### src/slrx_pkg.sv
// Shared constants and types for the serial link receiver configuration block
package slrx_pkg;
  // Register addresses on the device register port
  localparam logic [11:0] ADDR_CHECK = 12'h030;
  localparam logic [11:0] ADDR_SYNC_PWR = 12'h203;
  localparam logic [11:0] ADDR_LINK_CTRL = 12'h300;
  localparam logic [11:0] ADDR_MFC_DELAY = 12'h0A0;
  localparam logic [11:0] ADDR_LANES = 12'h453;
  localparam logic [11:0] ADDR_OCT_M1 = 12'h454;
  localparam logic [11:0] ADDR_KFRM = 12'h455;
  localparam logic [11:0] ADDR_CONV = 12'h456;
  localparam logic [11:0] ADDR_RES = 12'h457;
  localparam logic [11:0] ADDR_PACK = 12'h458;
  localparam logic [11:0] ADDR_VER = 12'h459;
  localparam logic [11:0] ADDR_DENS = 12'h45A;
  localparam logic [11:0] ADDR_DESKEW = 12'h46C;
  localparam logic [11:0] ADDR_OCT = 12'h476;
  localparam logic [11:0] ADDR_LANE_EN = 12'h47D;
  // Bit positions
  localparam int BIT_DUAL = 3;
  localparam int BIT_MAPSEL = 2;
  localparam int BIT_SYNC1_PD = 0;
  localparam int BIT_SCRAMBLE = 7;
  localparam int CHK_DELAY = 5;
  localparam int CHK_MODE = 3;
  localparam int CHK_K = 2;
  localparam int CHK_SUBCLASS = 1;
  // Field values
  localparam logic [4:0] K_FIELD_16 = 5'h0F;
  localparam logic [4:0] K_FIELD_32 = 5'h1F;
  localparam logic [2:0] SUBCLASS_MAX = 3'h1;
  localparam logic [2:0] VERSION_B = 3'h1;
  localparam logic [7:0] RES_16BIT = 8'h0F;
  localparam logic [4:0] PACK_16BIT = 5'h0F;
  localparam logic [7:0] DENS_HD = 8'h80;
  localparam logic [7:0] BYTE_ZERO = 8'h00;
  localparam logic [7:0] BYTE_ONE = 8'h01;
  localparam logic [7:0] LANE_MASK_ALL = 8'hFF;
  localparam logic [2:0] LANE_IDX_MAX = 3'h7;
  // Mode table: index is the mode number, ok bit clear for unsupported mode 8
  typedef struct packed {
    logic ok;
    logic [1:0] m1;
    logic [2:0] l1;
    logic s1;
    logic [1:0] f1;
  } slrx_mode_t;
  localparam int MODE_LAST = 10;
  localparam int DUAL_FIRST = 4;
  localparam slrx_mode_t MODE_TABLE [0:10] = '{
    '{1'h1, 2'h3, 3'h7, 1'h0, 2'h0}, '{1'h1, 2'h3, 3'h7, 1'h1, 2'h1},
    '{1'h1, 2'h3, 3'h3, 1'h0, 2'h1}, '{1'h1, 2'h3, 3'h1, 1'h0, 2'h3},
    '{1'h1, 2'h1, 3'h3, 1'h0, 2'h0}, '{1'h1, 2'h1, 3'h3, 1'h1, 2'h1},
    '{1'h1, 2'h1, 3'h1, 1'h0, 2'h1}, '{1'h1, 2'h1, 3'h0, 1'h0, 2'h3},
    '{1'h0, 2'h0, 3'h0, 1'h0, 2'h0}, '{1'h1, 2'h0, 3'h1, 1'h0, 2'h0},
    '{1'h1, 2'h0, 3'h0, 1'h0, 2'h1}};
  // One link's parameter map
  typedef struct packed {
    logic [7:0] lanes;
    logic [7:0] oct_m1;
    logic [7:0] kfrm;
    logic [7:0] conv;
    logic [7:0] res;
    logic [7:0] pack;
    logic [7:0] ver;
    logic [7:0] dens;
    logic [7:0] deskew;
    logic [7:0] oct;
    logic [7:0] lane_en;
  } slrx_map_t;
  // Host sequencer write order per link
  localparam int STEP_LAST = 12;
  localparam logic [11:0] HOST_SEQ [0:12] = '{
    ADDR_LINK_CTRL, ADDR_SYNC_PWR, ADDR_LANES, ADDR_OCT_M1, ADDR_KFRM,
    ADDR_CONV, ADDR_RES, ADDR_PACK, ADDR_VER, ADDR_DENS, ADDR_OCT,
    ADDR_DESKEW, ADDR_LANE_EN};
  // Host command port addresses and control fields
  localparam logic [1:0] CMD_CTRL = 2'h0;
  localparam logic [1:0] CMD_STATUS = 2'h1;
  localparam logic [1:0] CMD_RESULT = 2'h2;
  localparam logic [1:0] CMD_START = 2'h3;
  localparam int CTL_DUAL = 4;
  localparam int CTL_SCRAMBLE = 5;
  localparam int CTL_SUBCLASS1 = 6;
  localparam int CTL_K16 = 7;
endpackage

### src/slrx_if.sv
// Register port between the configuring host and the receiver
`timescale 1ns/1ps
interface slrx_if;
  logic [11:0] addr;
  logic [7:0] wdata;
  logic wr;
  logic rd;
  logic [7:0] rdata;
  modport dev (input addr, input wdata, input wr, input rd, output rdata);
  modport host (output addr, output wdata, output wr, output rd, input rdata);
endinterface

### src/slrx_rx_cfg.sv
// Receiver end: link parameter registers, map steering and configuration checks
//
// Summary of operation
// - Single link all modes, dual from four
// - Link control bit 3 selects dual link
// - Host programs second link identical in dual
// - Link control bit 2 steers to second map
// - Buffer control bit 0 powers down sync
// - Check bit 5: illegal multiframe clock delay
// - Check bit 3: unsupported lane/converter/octet/sample combination
// - Check bit 2: illegal frames per multiframe
// - Check bit 1: illegal subclass version
// - Deskew bit per logical lane
// - Enable bit per logical lane
// - Host: parameters, then deskew, then enables
// - Lane register: descramble bit, lanes minus one
// - Host writes both octet fields consistently
// - Host writes 16 or 32 frame codes
// - Converter register holds converters minus one
// - Host keeps control bits zero, 16-bit
// - Packing register: subclass and bits per sample
// - Version register: revision and samples minus one
// - Host sets high density for one octet
// - Eight lanes: deskew and enable all
// - Four lanes: deskew and enable low four
`timescale 1ns/1ps
module slrx_rx_cfg
  import slrx_pkg::*;
(
  // Clock and reset
  input wire logic CLK_IN,
  input wire logic NRST_IN,
  // Register port
  slrx_if.dev bus,
  // Link control state
  output logic TWO_LINK_SELECT_OUT,
  output logic SYNC1_BUF_EN_OUT,
  output logic [1:0] DESCRAMBLE_OUT,
  output logic [7:0] MULTIFRAME_CLOCK_DELAY_OUT,
  // Per lane selects, link 0 then link 1
  output logic [7:0] LANE_DESKEW0_OUT,
  output logic [7:0] LANE_DESKEW1_OUT,
  output logic [7:0] LANE_ENABLE0_OUT,
  output logic [7:0] LANE_ENABLE1_OUT,
  // Check result
  output logic [7:0] CHECK_STATUS_OUT
);

  // Whole state of the receiver end
  typedef struct packed {
    // Link wide controls
    logic [7:0] sync_pwr;
    logic sync_en;
    logic [7:0] link_ctrl;
    logic [7:0] multiframe_clock_delay;
    // Parameter maps, link 0 then link 1
    slrx_map_t [1:0] map;
    // Check result and read data
    logic [7:0] check;
    logic [7:0] rdata;
  } slrx_dev_state_t;

  slrx_dev_state_t q;
  slrx_dev_state_t next_q;
  logic sel;
  // Mode matches per table entry, and check result per map
  logic [MODE_LAST:0] hit0;
  logic [MODE_LAST:0] hit1;
  logic [7:0] chk0;
  logic [7:0] chk1;

  // Match of one link map against one mode table entry
  function automatic logic slrx_hit(input slrx_map_t m, input slrx_mode_t e);
    return e.ok
           && m.conv == 8'(e.m1)
           && m.lanes[4:0] == 5'(e.l1)
           && m.ver[4:0] == 5'(e.s1)
           && m.oct_m1 == 8'(e.f1)
           // Octet count is held twice and both copies must agree
           && m.oct == m.oct_m1 + BYTE_ONE;
  endfunction

  // Configuration check on one link map, given its mode match
  function automatic logic [7:0] slrx_check(input slrx_map_t m, input logic found,
                                            input logic [7:0] dly);
    logic [7:0] r;
    logic [2:0] subclass_version_field;
    r = BYTE_ZERO;
    subclass_version_field = m.pack[7:5];
    r[CHK_MODE] = !found;
    // Single octet modes only permit 32 frames
    if ((m.kfrm[4:0] != K_FIELD_16 && m.kfrm[4:0] != K_FIELD_32)
        || (m.oct_m1 == BYTE_ZERO && m.kfrm[4:0] != K_FIELD_32))
    begin
      r[CHK_K] = 1'b1;
    end
    // Only subclass 0 and subclass 1 exist
    r[CHK_SUBCLASS] = subclass_version_field > SUBCLASS_MAX;
    // Delay must land inside the multiframe
    r[CHK_DELAY] = dly > {3'h0, m.kfrm[4:0]};
    return r;
  endfunction

  // One comparator per mode table entry and map; dual link only from mode four
  // Link 1 map is only ever judged as a dual link map
  for (genvar i = 0; i <= MODE_LAST; i++)
  begin : g_mode
    assign hit0[i] = slrx_hit(q.map[0], MODE_TABLE[i])
                     && (!q.link_ctrl[BIT_DUAL] || i >= DUAL_FIRST);
    assign hit1[i] = slrx_hit(q.map[1], MODE_TABLE[i]) && i >= DUAL_FIRST;
  end

  // Check of each map
  assign chk0 = slrx_check(q.map[0], |hit0, q.multiframe_clock_delay);
  assign chk1 = slrx_check(q.map[1], |hit1, q.multiframe_clock_delay);

  // Parameter map chosen for host access; a new select bit steers
  // only the writes after the one that sets it
  assign sel = q.link_ctrl[BIT_MAPSEL];

  // Next state: register writes, reads and checks
  always_comb
  begin
    next_q = q;
    // Read data stands one cycle only
    next_q.rdata = BYTE_ZERO;
    // Re-evaluated every cycle, so status lags a write by one cycle;
    // in dual link mode a fault in either map shows
    next_q.check = q.link_ctrl[BIT_DUAL] ? (chk0 | chk1) : chk0;
    // Register writes; status and unmapped addresses ignore them
    if (bus.wr)
    begin
      unique case (bus.addr)
        ADDR_CHECK: next_q.rdata = BYTE_ZERO;
        ADDR_SYNC_PWR: next_q.sync_pwr = bus.wdata;
        ADDR_LINK_CTRL: next_q.link_ctrl = bus.wdata;
        ADDR_MFC_DELAY: next_q.multiframe_clock_delay = bus.wdata;
        ADDR_LANES: next_q.map[sel].lanes = bus.wdata;
        ADDR_OCT_M1: next_q.map[sel].oct_m1 = bus.wdata;
        ADDR_KFRM: next_q.map[sel].kfrm = bus.wdata;
        ADDR_CONV: next_q.map[sel].conv = bus.wdata;
        ADDR_RES: next_q.map[sel].res = bus.wdata;
        ADDR_PACK: next_q.map[sel].pack = bus.wdata;
        ADDR_VER: next_q.map[sel].ver = bus.wdata;
        ADDR_DENS: next_q.map[sel].dens = bus.wdata;
        ADDR_DESKEW: next_q.map[sel].deskew = bus.wdata;
        ADDR_OCT: next_q.map[sel].oct = bus.wdata;
        ADDR_LANE_EN: next_q.map[sel].lane_en = bus.wdata;
        default: next_q.rdata = BYTE_ZERO;
      endcase
    end
    // Buffer enable kept in its own flop so the pin needs no gate
    next_q.sync_en = !next_q.sync_pwr[BIT_SYNC1_PD];
    // Read data for the cycle after the strobe
    if (bus.rd)
    begin
      unique case (bus.addr)
        ADDR_CHECK: next_q.rdata = q.check;
        ADDR_SYNC_PWR: next_q.rdata = q.sync_pwr;
        ADDR_LINK_CTRL: next_q.rdata = q.link_ctrl;
        ADDR_MFC_DELAY: next_q.rdata = q.multiframe_clock_delay;
        ADDR_LANES: next_q.rdata = q.map[sel].lanes;
        ADDR_OCT_M1: next_q.rdata = q.map[sel].oct_m1;
        ADDR_KFRM: next_q.rdata = q.map[sel].kfrm;
        ADDR_CONV: next_q.rdata = q.map[sel].conv;
        ADDR_RES: next_q.rdata = q.map[sel].res;
        ADDR_PACK: next_q.rdata = q.map[sel].pack;
        ADDR_VER: next_q.rdata = q.map[sel].ver;
        ADDR_DENS: next_q.rdata = q.map[sel].dens;
        ADDR_DESKEW: next_q.rdata = q.map[sel].deskew;
        ADDR_OCT: next_q.rdata = q.map[sel].oct;
        ADDR_LANE_EN: next_q.rdata = q.map[sel].lane_en;
        default: next_q.rdata = BYTE_ZERO;
      endcase
    end
  end

  // State register; asynchronous clear to zero,
  // except the sync buffer enable
  always_ff @(posedge CLK_IN or negedge NRST_IN)
  begin
    if (!NRST_IN)
    begin
      q <= '0;
      q.sync_en <= 1'b1;
    end
    else
    begin
      q <= next_q;
    end
  end

  // Outputs straight from the state register
  assign bus.rdata = q.rdata;
  assign TWO_LINK_SELECT_OUT = q.link_ctrl[BIT_DUAL];
  assign SYNC1_BUF_EN_OUT = q.sync_en;
  assign DESCRAMBLE_OUT = {q.map[1].lanes[BIT_SCRAMBLE],
                           q.map[0].lanes[BIT_SCRAMBLE]};
  assign MULTIFRAME_CLOCK_DELAY_OUT = q.multiframe_clock_delay;
  // Per lane selects, link 0 then link 1
  assign LANE_DESKEW0_OUT = q.map[0].deskew;
  assign LANE_DESKEW1_OUT = q.map[1].deskew;
  assign LANE_ENABLE0_OUT = q.map[0].lane_en;
  assign LANE_ENABLE1_OUT = q.map[1].lane_en;
  // Check status mirrors its register
  assign CHECK_STATUS_OUT = q.check;

endmodule

### src/flat_wrapper.sv
// flat-port wrapper written by rule: the top's interface ports become plain ports
module slrx_rx_cfg_flat import slrx_pkg::*;
  (CLK_IN, NRST_IN, TWO_LINK_SELECT_OUT, SYNC1_BUF_EN_OUT, DESCRAMBLE_OUT, MULTIFRAME_CLOCK_DELAY_OUT, LANE_DESKEW0_OUT, LANE_DESKEW1_OUT, LANE_ENABLE0_OUT, LANE_ENABLE1_OUT, CHECK_STATUS_OUT, bus_addr, bus_wdata, bus_wr, bus_rd, bus_rdata);
  slrx_if bus_i ();
  input wire logic CLK_IN;
  input wire logic NRST_IN;
  output logic TWO_LINK_SELECT_OUT;
  output logic SYNC1_BUF_EN_OUT;
  output logic [1:0] DESCRAMBLE_OUT;
  output logic [7:0] MULTIFRAME_CLOCK_DELAY_OUT;
  output logic [7:0] LANE_DESKEW0_OUT;
  output logic [7:0] LANE_DESKEW1_OUT;
  output logic [7:0] LANE_ENABLE0_OUT;
  output logic [7:0] LANE_ENABLE1_OUT;
  output logic [7:0] CHECK_STATUS_OUT;
  input wire logic [$bits(bus_i.addr)-1:0] bus_addr;
  input wire logic [$bits(bus_i.wdata)-1:0] bus_wdata;
  input wire logic [$bits(bus_i.wr)-1:0] bus_wr;
  input wire logic [$bits(bus_i.rd)-1:0] bus_rd;
  output wire logic [$bits(bus_i.rdata)-1:0] bus_rdata;
  assign bus_i.addr = bus_addr;
  assign bus_i.wdata = bus_wdata;
  assign bus_i.wr = bus_wr;
  assign bus_i.rd = bus_rd;
  assign bus_rdata = bus_i.rdata;
  slrx_rx_cfg u_core (.CLK_IN(CLK_IN), .NRST_IN(NRST_IN), .bus(bus_i), .TWO_LINK_SELECT_OUT(TWO_LINK_SELECT_OUT), .SYNC1_BUF_EN_OUT(SYNC1_BUF_EN_OUT), .DESCRAMBLE_OUT(DESCRAMBLE_OUT), .MULTIFRAME_CLOCK_DELAY_OUT(MULTIFRAME_CLOCK_DELAY_OUT), .LANE_DESKEW0_OUT(LANE_DESKEW0_OUT), .LANE_DESKEW1_OUT(LANE_DESKEW1_OUT), .LANE_ENABLE0_OUT(LANE_ENABLE0_OUT), .LANE_ENABLE1_OUT(LANE_ENABLE1_OUT), .CHECK_STATUS_OUT(CHECK_STATUS_OUT));
endmodule
### config.mk
export PLATFORM = sky130hd
export DESIGN_NAME = slrx_rx_cfg_flat
export DESIGN_NICKNAME = d
export VERILOG_FILES = /design/src/slrx_pkg.sv /design/src/slrx_if.sv /design/src/slrx_rx_cfg.sv /design/src/flat_wrapper.sv
export SDC_FILE = /design/constraint.sdc
export NUM_CORES = 1
export LEC_CHECK = 0
export BUFFER_PORTS_ARGS = -buffer_cell sky130_fd_sc_hd__buf_2
export CAP_MARGIN = 20
export CORE_MARGIN = 1.5
export CORE_UTILIZATION = 32
export CTS_CLUSTER_DIAMETER = 200
export DETAILED_ROUTE_END_ITERATION = 10
export PLACE_DENSITY = 0.56
export SLEW_MARGIN = 20
export SYNTH_ARGS = -nofsm -noshare
export SYNTH_HDL_FRONTEND = slang
export SYNTH_SLANG_ARGS = --single-unit
### constraint.sdc
create_clock -name CLK_IN -period 2 [get_ports CLK_IN]
set_clock_uncertainty 0.15 [all_clocks]
set_input_delay 0.4 -clock CLK_IN [delete_from_list [all_inputs] [get_ports CLK_IN]]
set_output_delay 0.4 -clock CLK_IN [all_outputs]
set_load 0.1 [all_outputs]
After elaboration in Yosys (flattened, before gate mapping):

Index checks and enable logic that the tools add are counted.

* $add $sub $neg: 2
* order comparisons: 6
* eq/ne operators: 35
* mux-type cells: 43
* bitwise operators: 1
* reductions and logical operators: 91

Operator list (count)
* 176-bit bitwise mux: 11
* 176-bit case mux with 11 select lines: 1
* 88-bit demux with 1-bit select: 11
* 88-bit 2-to-1 mux: 3
* 12-bit by 11-bit equality test with 1-bit output (second input constant): 11
* 8-bit case mux with 15 select lines: 1
* 80-bit 2-to-1 mux: 1
* 72-bit 2-to-1 mux: 1
* 1-bit logical AND: 70
* 64-bit 2-to-1 mux: 1
* 56-bit 2-to-1 mux: 1
* 48-bit 2-to-1 mux: 1
* 40-bit 2-to-1 mux: 1
* 8-bit by 1-bit equality test with 1-bit output (second input constant): 4
* 8-bit logical NOT: 4
* 32-bit 2-to-1 mux: 1
* 12-bit by 10-bit equality test with 1-bit output (second input constant): 2
* 8-bit by 2-bit equality test with 1-bit output (second input constant): 3
* 24-bit 2-to-1 mux: 1
* 8-bit 2-to-1 mux: 3
* 5-bit by 1-bit equality test with 1-bit output (second input constant): 4
* 5-bit logical NOT: 4
* 8-bit by 1-bit adder with 8-bit output (second input constant): 2
* 8-bit equality test: 2
* other kinds (19): 34

* flip-flop bits (word level): 217
* input port bits: 24
* output and inout bits: 60
* word-level logic and storage cells: 207

Depth between registers and ports, before layout:

* depth in word-level cells: 10
* gate-level depth with buffers: 9
* mapped depth without buffers: 8

Least setup slack after synthesis:

Ideal clock, no wire load.

* kind: input to register
* from: in bus_addr[9]
* to: reg with a tool-made name
* library setup time: 125 ps
* arrival: 2318 ps
* required time: 1725 ps
* slack: -594 ps
* cell stages on the path: 7
* path buffers: 3
* cells stage by stage: or2_1 buf_6 or4_1 buf_2 or4_1 buf_6 mux2_4

RTL lines
* start: declaration: RTL line flat_wrapper.sv:16 `input wire logic [$bits(bus_i.addr)-1:0] bus_addr;`

==> out/metrics.yaml <==
run_status:
  status: "finished with violations"
  violations: "setup timing"
power:
  p_leak_nw: 7.46
  p_int_mw: 7.53
  pwr-share-comb_pct: 6.0
  p_seq_share_pct: 43.8
  p_total_mw: 9.89
  switchingPower_mw: 2.36
  powerDensity_nw_per_um2: 644
  p_sw_share_pct: 23.9
  p_clk_share_pct: 50.2
  ir_drop_mv: 0.606
worst_hold_path:
  hp-start: "bus_rd"
  hold_class: "in2reg"
synth:
  ys_seq_elements: 213
  synth.avg_cell_area_um2: 11.7
  synth.most_common_cell: "dfrtp_1"
  synthFlopType: "dfrtp_1"
  synth_top_area_share_pct: 46.1
  netlist_area_um2: 11500
  ys_types: 75
  synth_area_leaders: "dfrtp_1 (46%), mux2_2 (19%), buf_4 (3.9%), nand2_1 (2.0%), ha_1 (1.7%)"
  syn_inst: 982
  synth_seq_area_share_pct: 46.4
  synth_top_area_cell: "dfrtp_1"
  synthArstFlopShare_pct: 100
  synth_edf_count: 0
  yosys_warnings: 0
  synth_common_cells: "dfrtp_1 (212), mux2_2 (197), nand2_1 (62)"
grt:
  grt_pass1_wl_um: 60900
  grt_max_degree: 53
  grt_pass1_vias: 9298
  grt_overflow_total: 0
  grt_usage_pct: 22.3
  antenna_found_initial: 0
drt:
  wl_per_cell_um: 24.4
  routed_wl_um: 40900
  drt_pass1_iterations: 7
  drcViolationCount: 0
  vias_per_cell: 5.42
  via_count: 9100
  ant_nets: 0
  first_iter_violations: 690
die:
  dieHeight_um: 193
  die_w_um: 193
  rows: 69
  io_pins: 84
  start_util_pct: 32.4
  core_area_um2: 35500
  die_area_um2: 37100
finish:
  design_area_um2: 15400
  num-nets-final: 1238
  fillers: 3279
  fin_util_pct: 43.3
  antenna_cells: 0
  drive_gt1_share_pct: 53.1
  area_growth_pct: 33.5
  instances_no_fill: 1678
clock_tree:
  worst_setup_hold_path_clk_slew_ns: 0.06
  root_buffer: "clkbuf_16"
  cts_sinks: 213
  cts_tree: "built"
  cts_htree_levels: 1
  clk_latency_ns: 0.54
  clk_path_buf_depth: 3
  cts_buffers: 25
sta:
  worst_slack_ns: -0.137
  rsz0062_at_grt: "true"
  min_period_over_period_pct: 107
  hold_viol_final: 0
  worstMarginPinSlew_ns: 0.686
  relSlewSlack_pct: 54.3
  period_minus_slack_ns: 2.14
  drv_slew: 0
  whs_ns: 0.145
  setup_viol: 14
  timing.fmax_mhz: 468
  fin_setup_tns_ns: -0.496
placed_design:
  numPortBuffers: 79
  dp_cells: 1610
  dp_hpwl_um: 29800
  place.gp.congestion: 0.939
  place_area_um2: 13700
  pre_cts_ws_ns: -0.842
critical_path:
  critPathMaxStageDelay_ns: 0.38
  arrival_ns: 2.38
  critPathSlowestCell: "dfrtp_1"
  worst_setup_path_end_kind: "flip-flop"
  cp.required_ns: 2.24
  path_class: "reg2reg"
  path_cells: "buf_6 > nand3_2 > or2_2 > a2bb2oi_1 > a2bb2oi_1 > o41ai_2 > buf_4 > nand3_2"
  crit_buf_inv: 2
  critical-path-top-delay-family: "compound AO/OA/AOI/OAI gates"
  path_max_fanout: 8
  cp-start-kind: "flip-flop"
flow_run:
  drv_cap: 0
## repair_timing
| item | CTS | global route |
|---|---|---|
| resized for setup | 53 | 61 |
| gates cloned | 0 | 0 |
| pin swaps | 24 | 34 |
| hold buffers | 1 | 0 |
| setup buffers | 17 | 6 |
| hold endpoints to repair | 46 | 0 |
| setup endpoints to repair | 109 | 105 |
## worst min-delay path, cell delays in order
cell     delay, ns
buf_2         0.09
nand2_1       0.09
buf_12        0.15
a21oi_2       0.04
## layout make-up
class                           count  area [µm²]  area share [%]
Clock buffer                       33         706            4.60
Clock inverter                     13         199            1.30
Inverter                           26        97.6           0.636
Multi-Input combinational cell    633        5950            38.7
Sequential cell                   213        5330            34.7
Tap cell                          461         577            3.76
Timing Repair Buffer              299        2490            16.2
## power groups by stage
stage          logic, mW  clock network (mW)  registers (mW)
2_1_floorplan      0.240                   0            4.41
3_3_place_gp       0.553                   0            4.41
3_5_place_dp       0.553                   0            4.41
4_1_cts            0.578                5.04            4.33
5_1_grt            0.633                5.22            4.33
6_report           0.592                4.97            4.33
## cells by family after synthesis
group / Yosys count / synth area share, %
and+or+nand+nor: 215 / 11.0
muxes: 229 / 23.1
buffers and inverters: 139 / 6.70
xor gates and xnor gates: 21 / 1.60
DFF: 213 / 46.4
adders and majority gates: 16 / 1.74
AOI/OAI and AO/OA: 148 / 9.51
other: 1 / 0.0326
## cell usage in the layout, fill, tap and decap left out, drive strengths merged, types with 5 or more instances in the layout
cell | netlist | routed
a22o | 13 | 13
nor2b | 8 | 8
nand2 | 63 | 63
dfrtp | 212 | 212
o22ai | 6 | 6
a221oi | 14 | 14
mux2 | 205 | 205
xnor2 | 11 | 11
a32oi | 5 | 5
a31oi | 8 | 8
buf | 74 | 290
inv | 26 | 27
nand2b | 9 | 9
nor3 | 16 | 16
nand4 | 6 | 6
nor4 | 25 | 25
mux2i | 18 | 18
clkbuf | 39 | 41
a21oi | 16 | 16
xor2 | 10 | 10
nor2 | 26 | 26
nand3 | 26 | 26
o21ai | 25 | 25
clkinv | 0 | 5
a222oi | 6 | 6
mux4 | 6 | 6
a22oi | 14 | 14
a211oi | 9 | 9
ha | 16 | 16
## path summary, 6_finish.rpt
kind                                                   end  slack [ns]  depth (start not counted)
worst max-delay path            u_core.CHECK_STATUS_OUT[3]       -0.14                          8
worst min-delay path                   u_core.bus.rdata[3]        0.15                          4
worst max register to register  u_core.CHECK_STATUS_OUT[3]       -0.14                          8
worst min register to register                   flip-flop        0.35                          1
max in group asynchronous                        async pin        0.86                          3
min in group asynchronous       u_core.CHECK_STATUS_OUT[1]        0.24                          2
## per-layer routing
metal | track usage [%] | wire length [µm] | share of wire, % | vias to the layer above
met5 | 0 | 0 | 0 | -
met4 | 6.68 | 1130 | 2.8 | 0
met3 | 3.67 | 2640 | 6.5 | 63
met2 | 35.8 | 18900 | 46 | 338
met1 | 30.9 | 18200 | 45 | 4681
li1 | - | - | - | 4018
No activity file was read; power rests on OpenSTA's default activity.
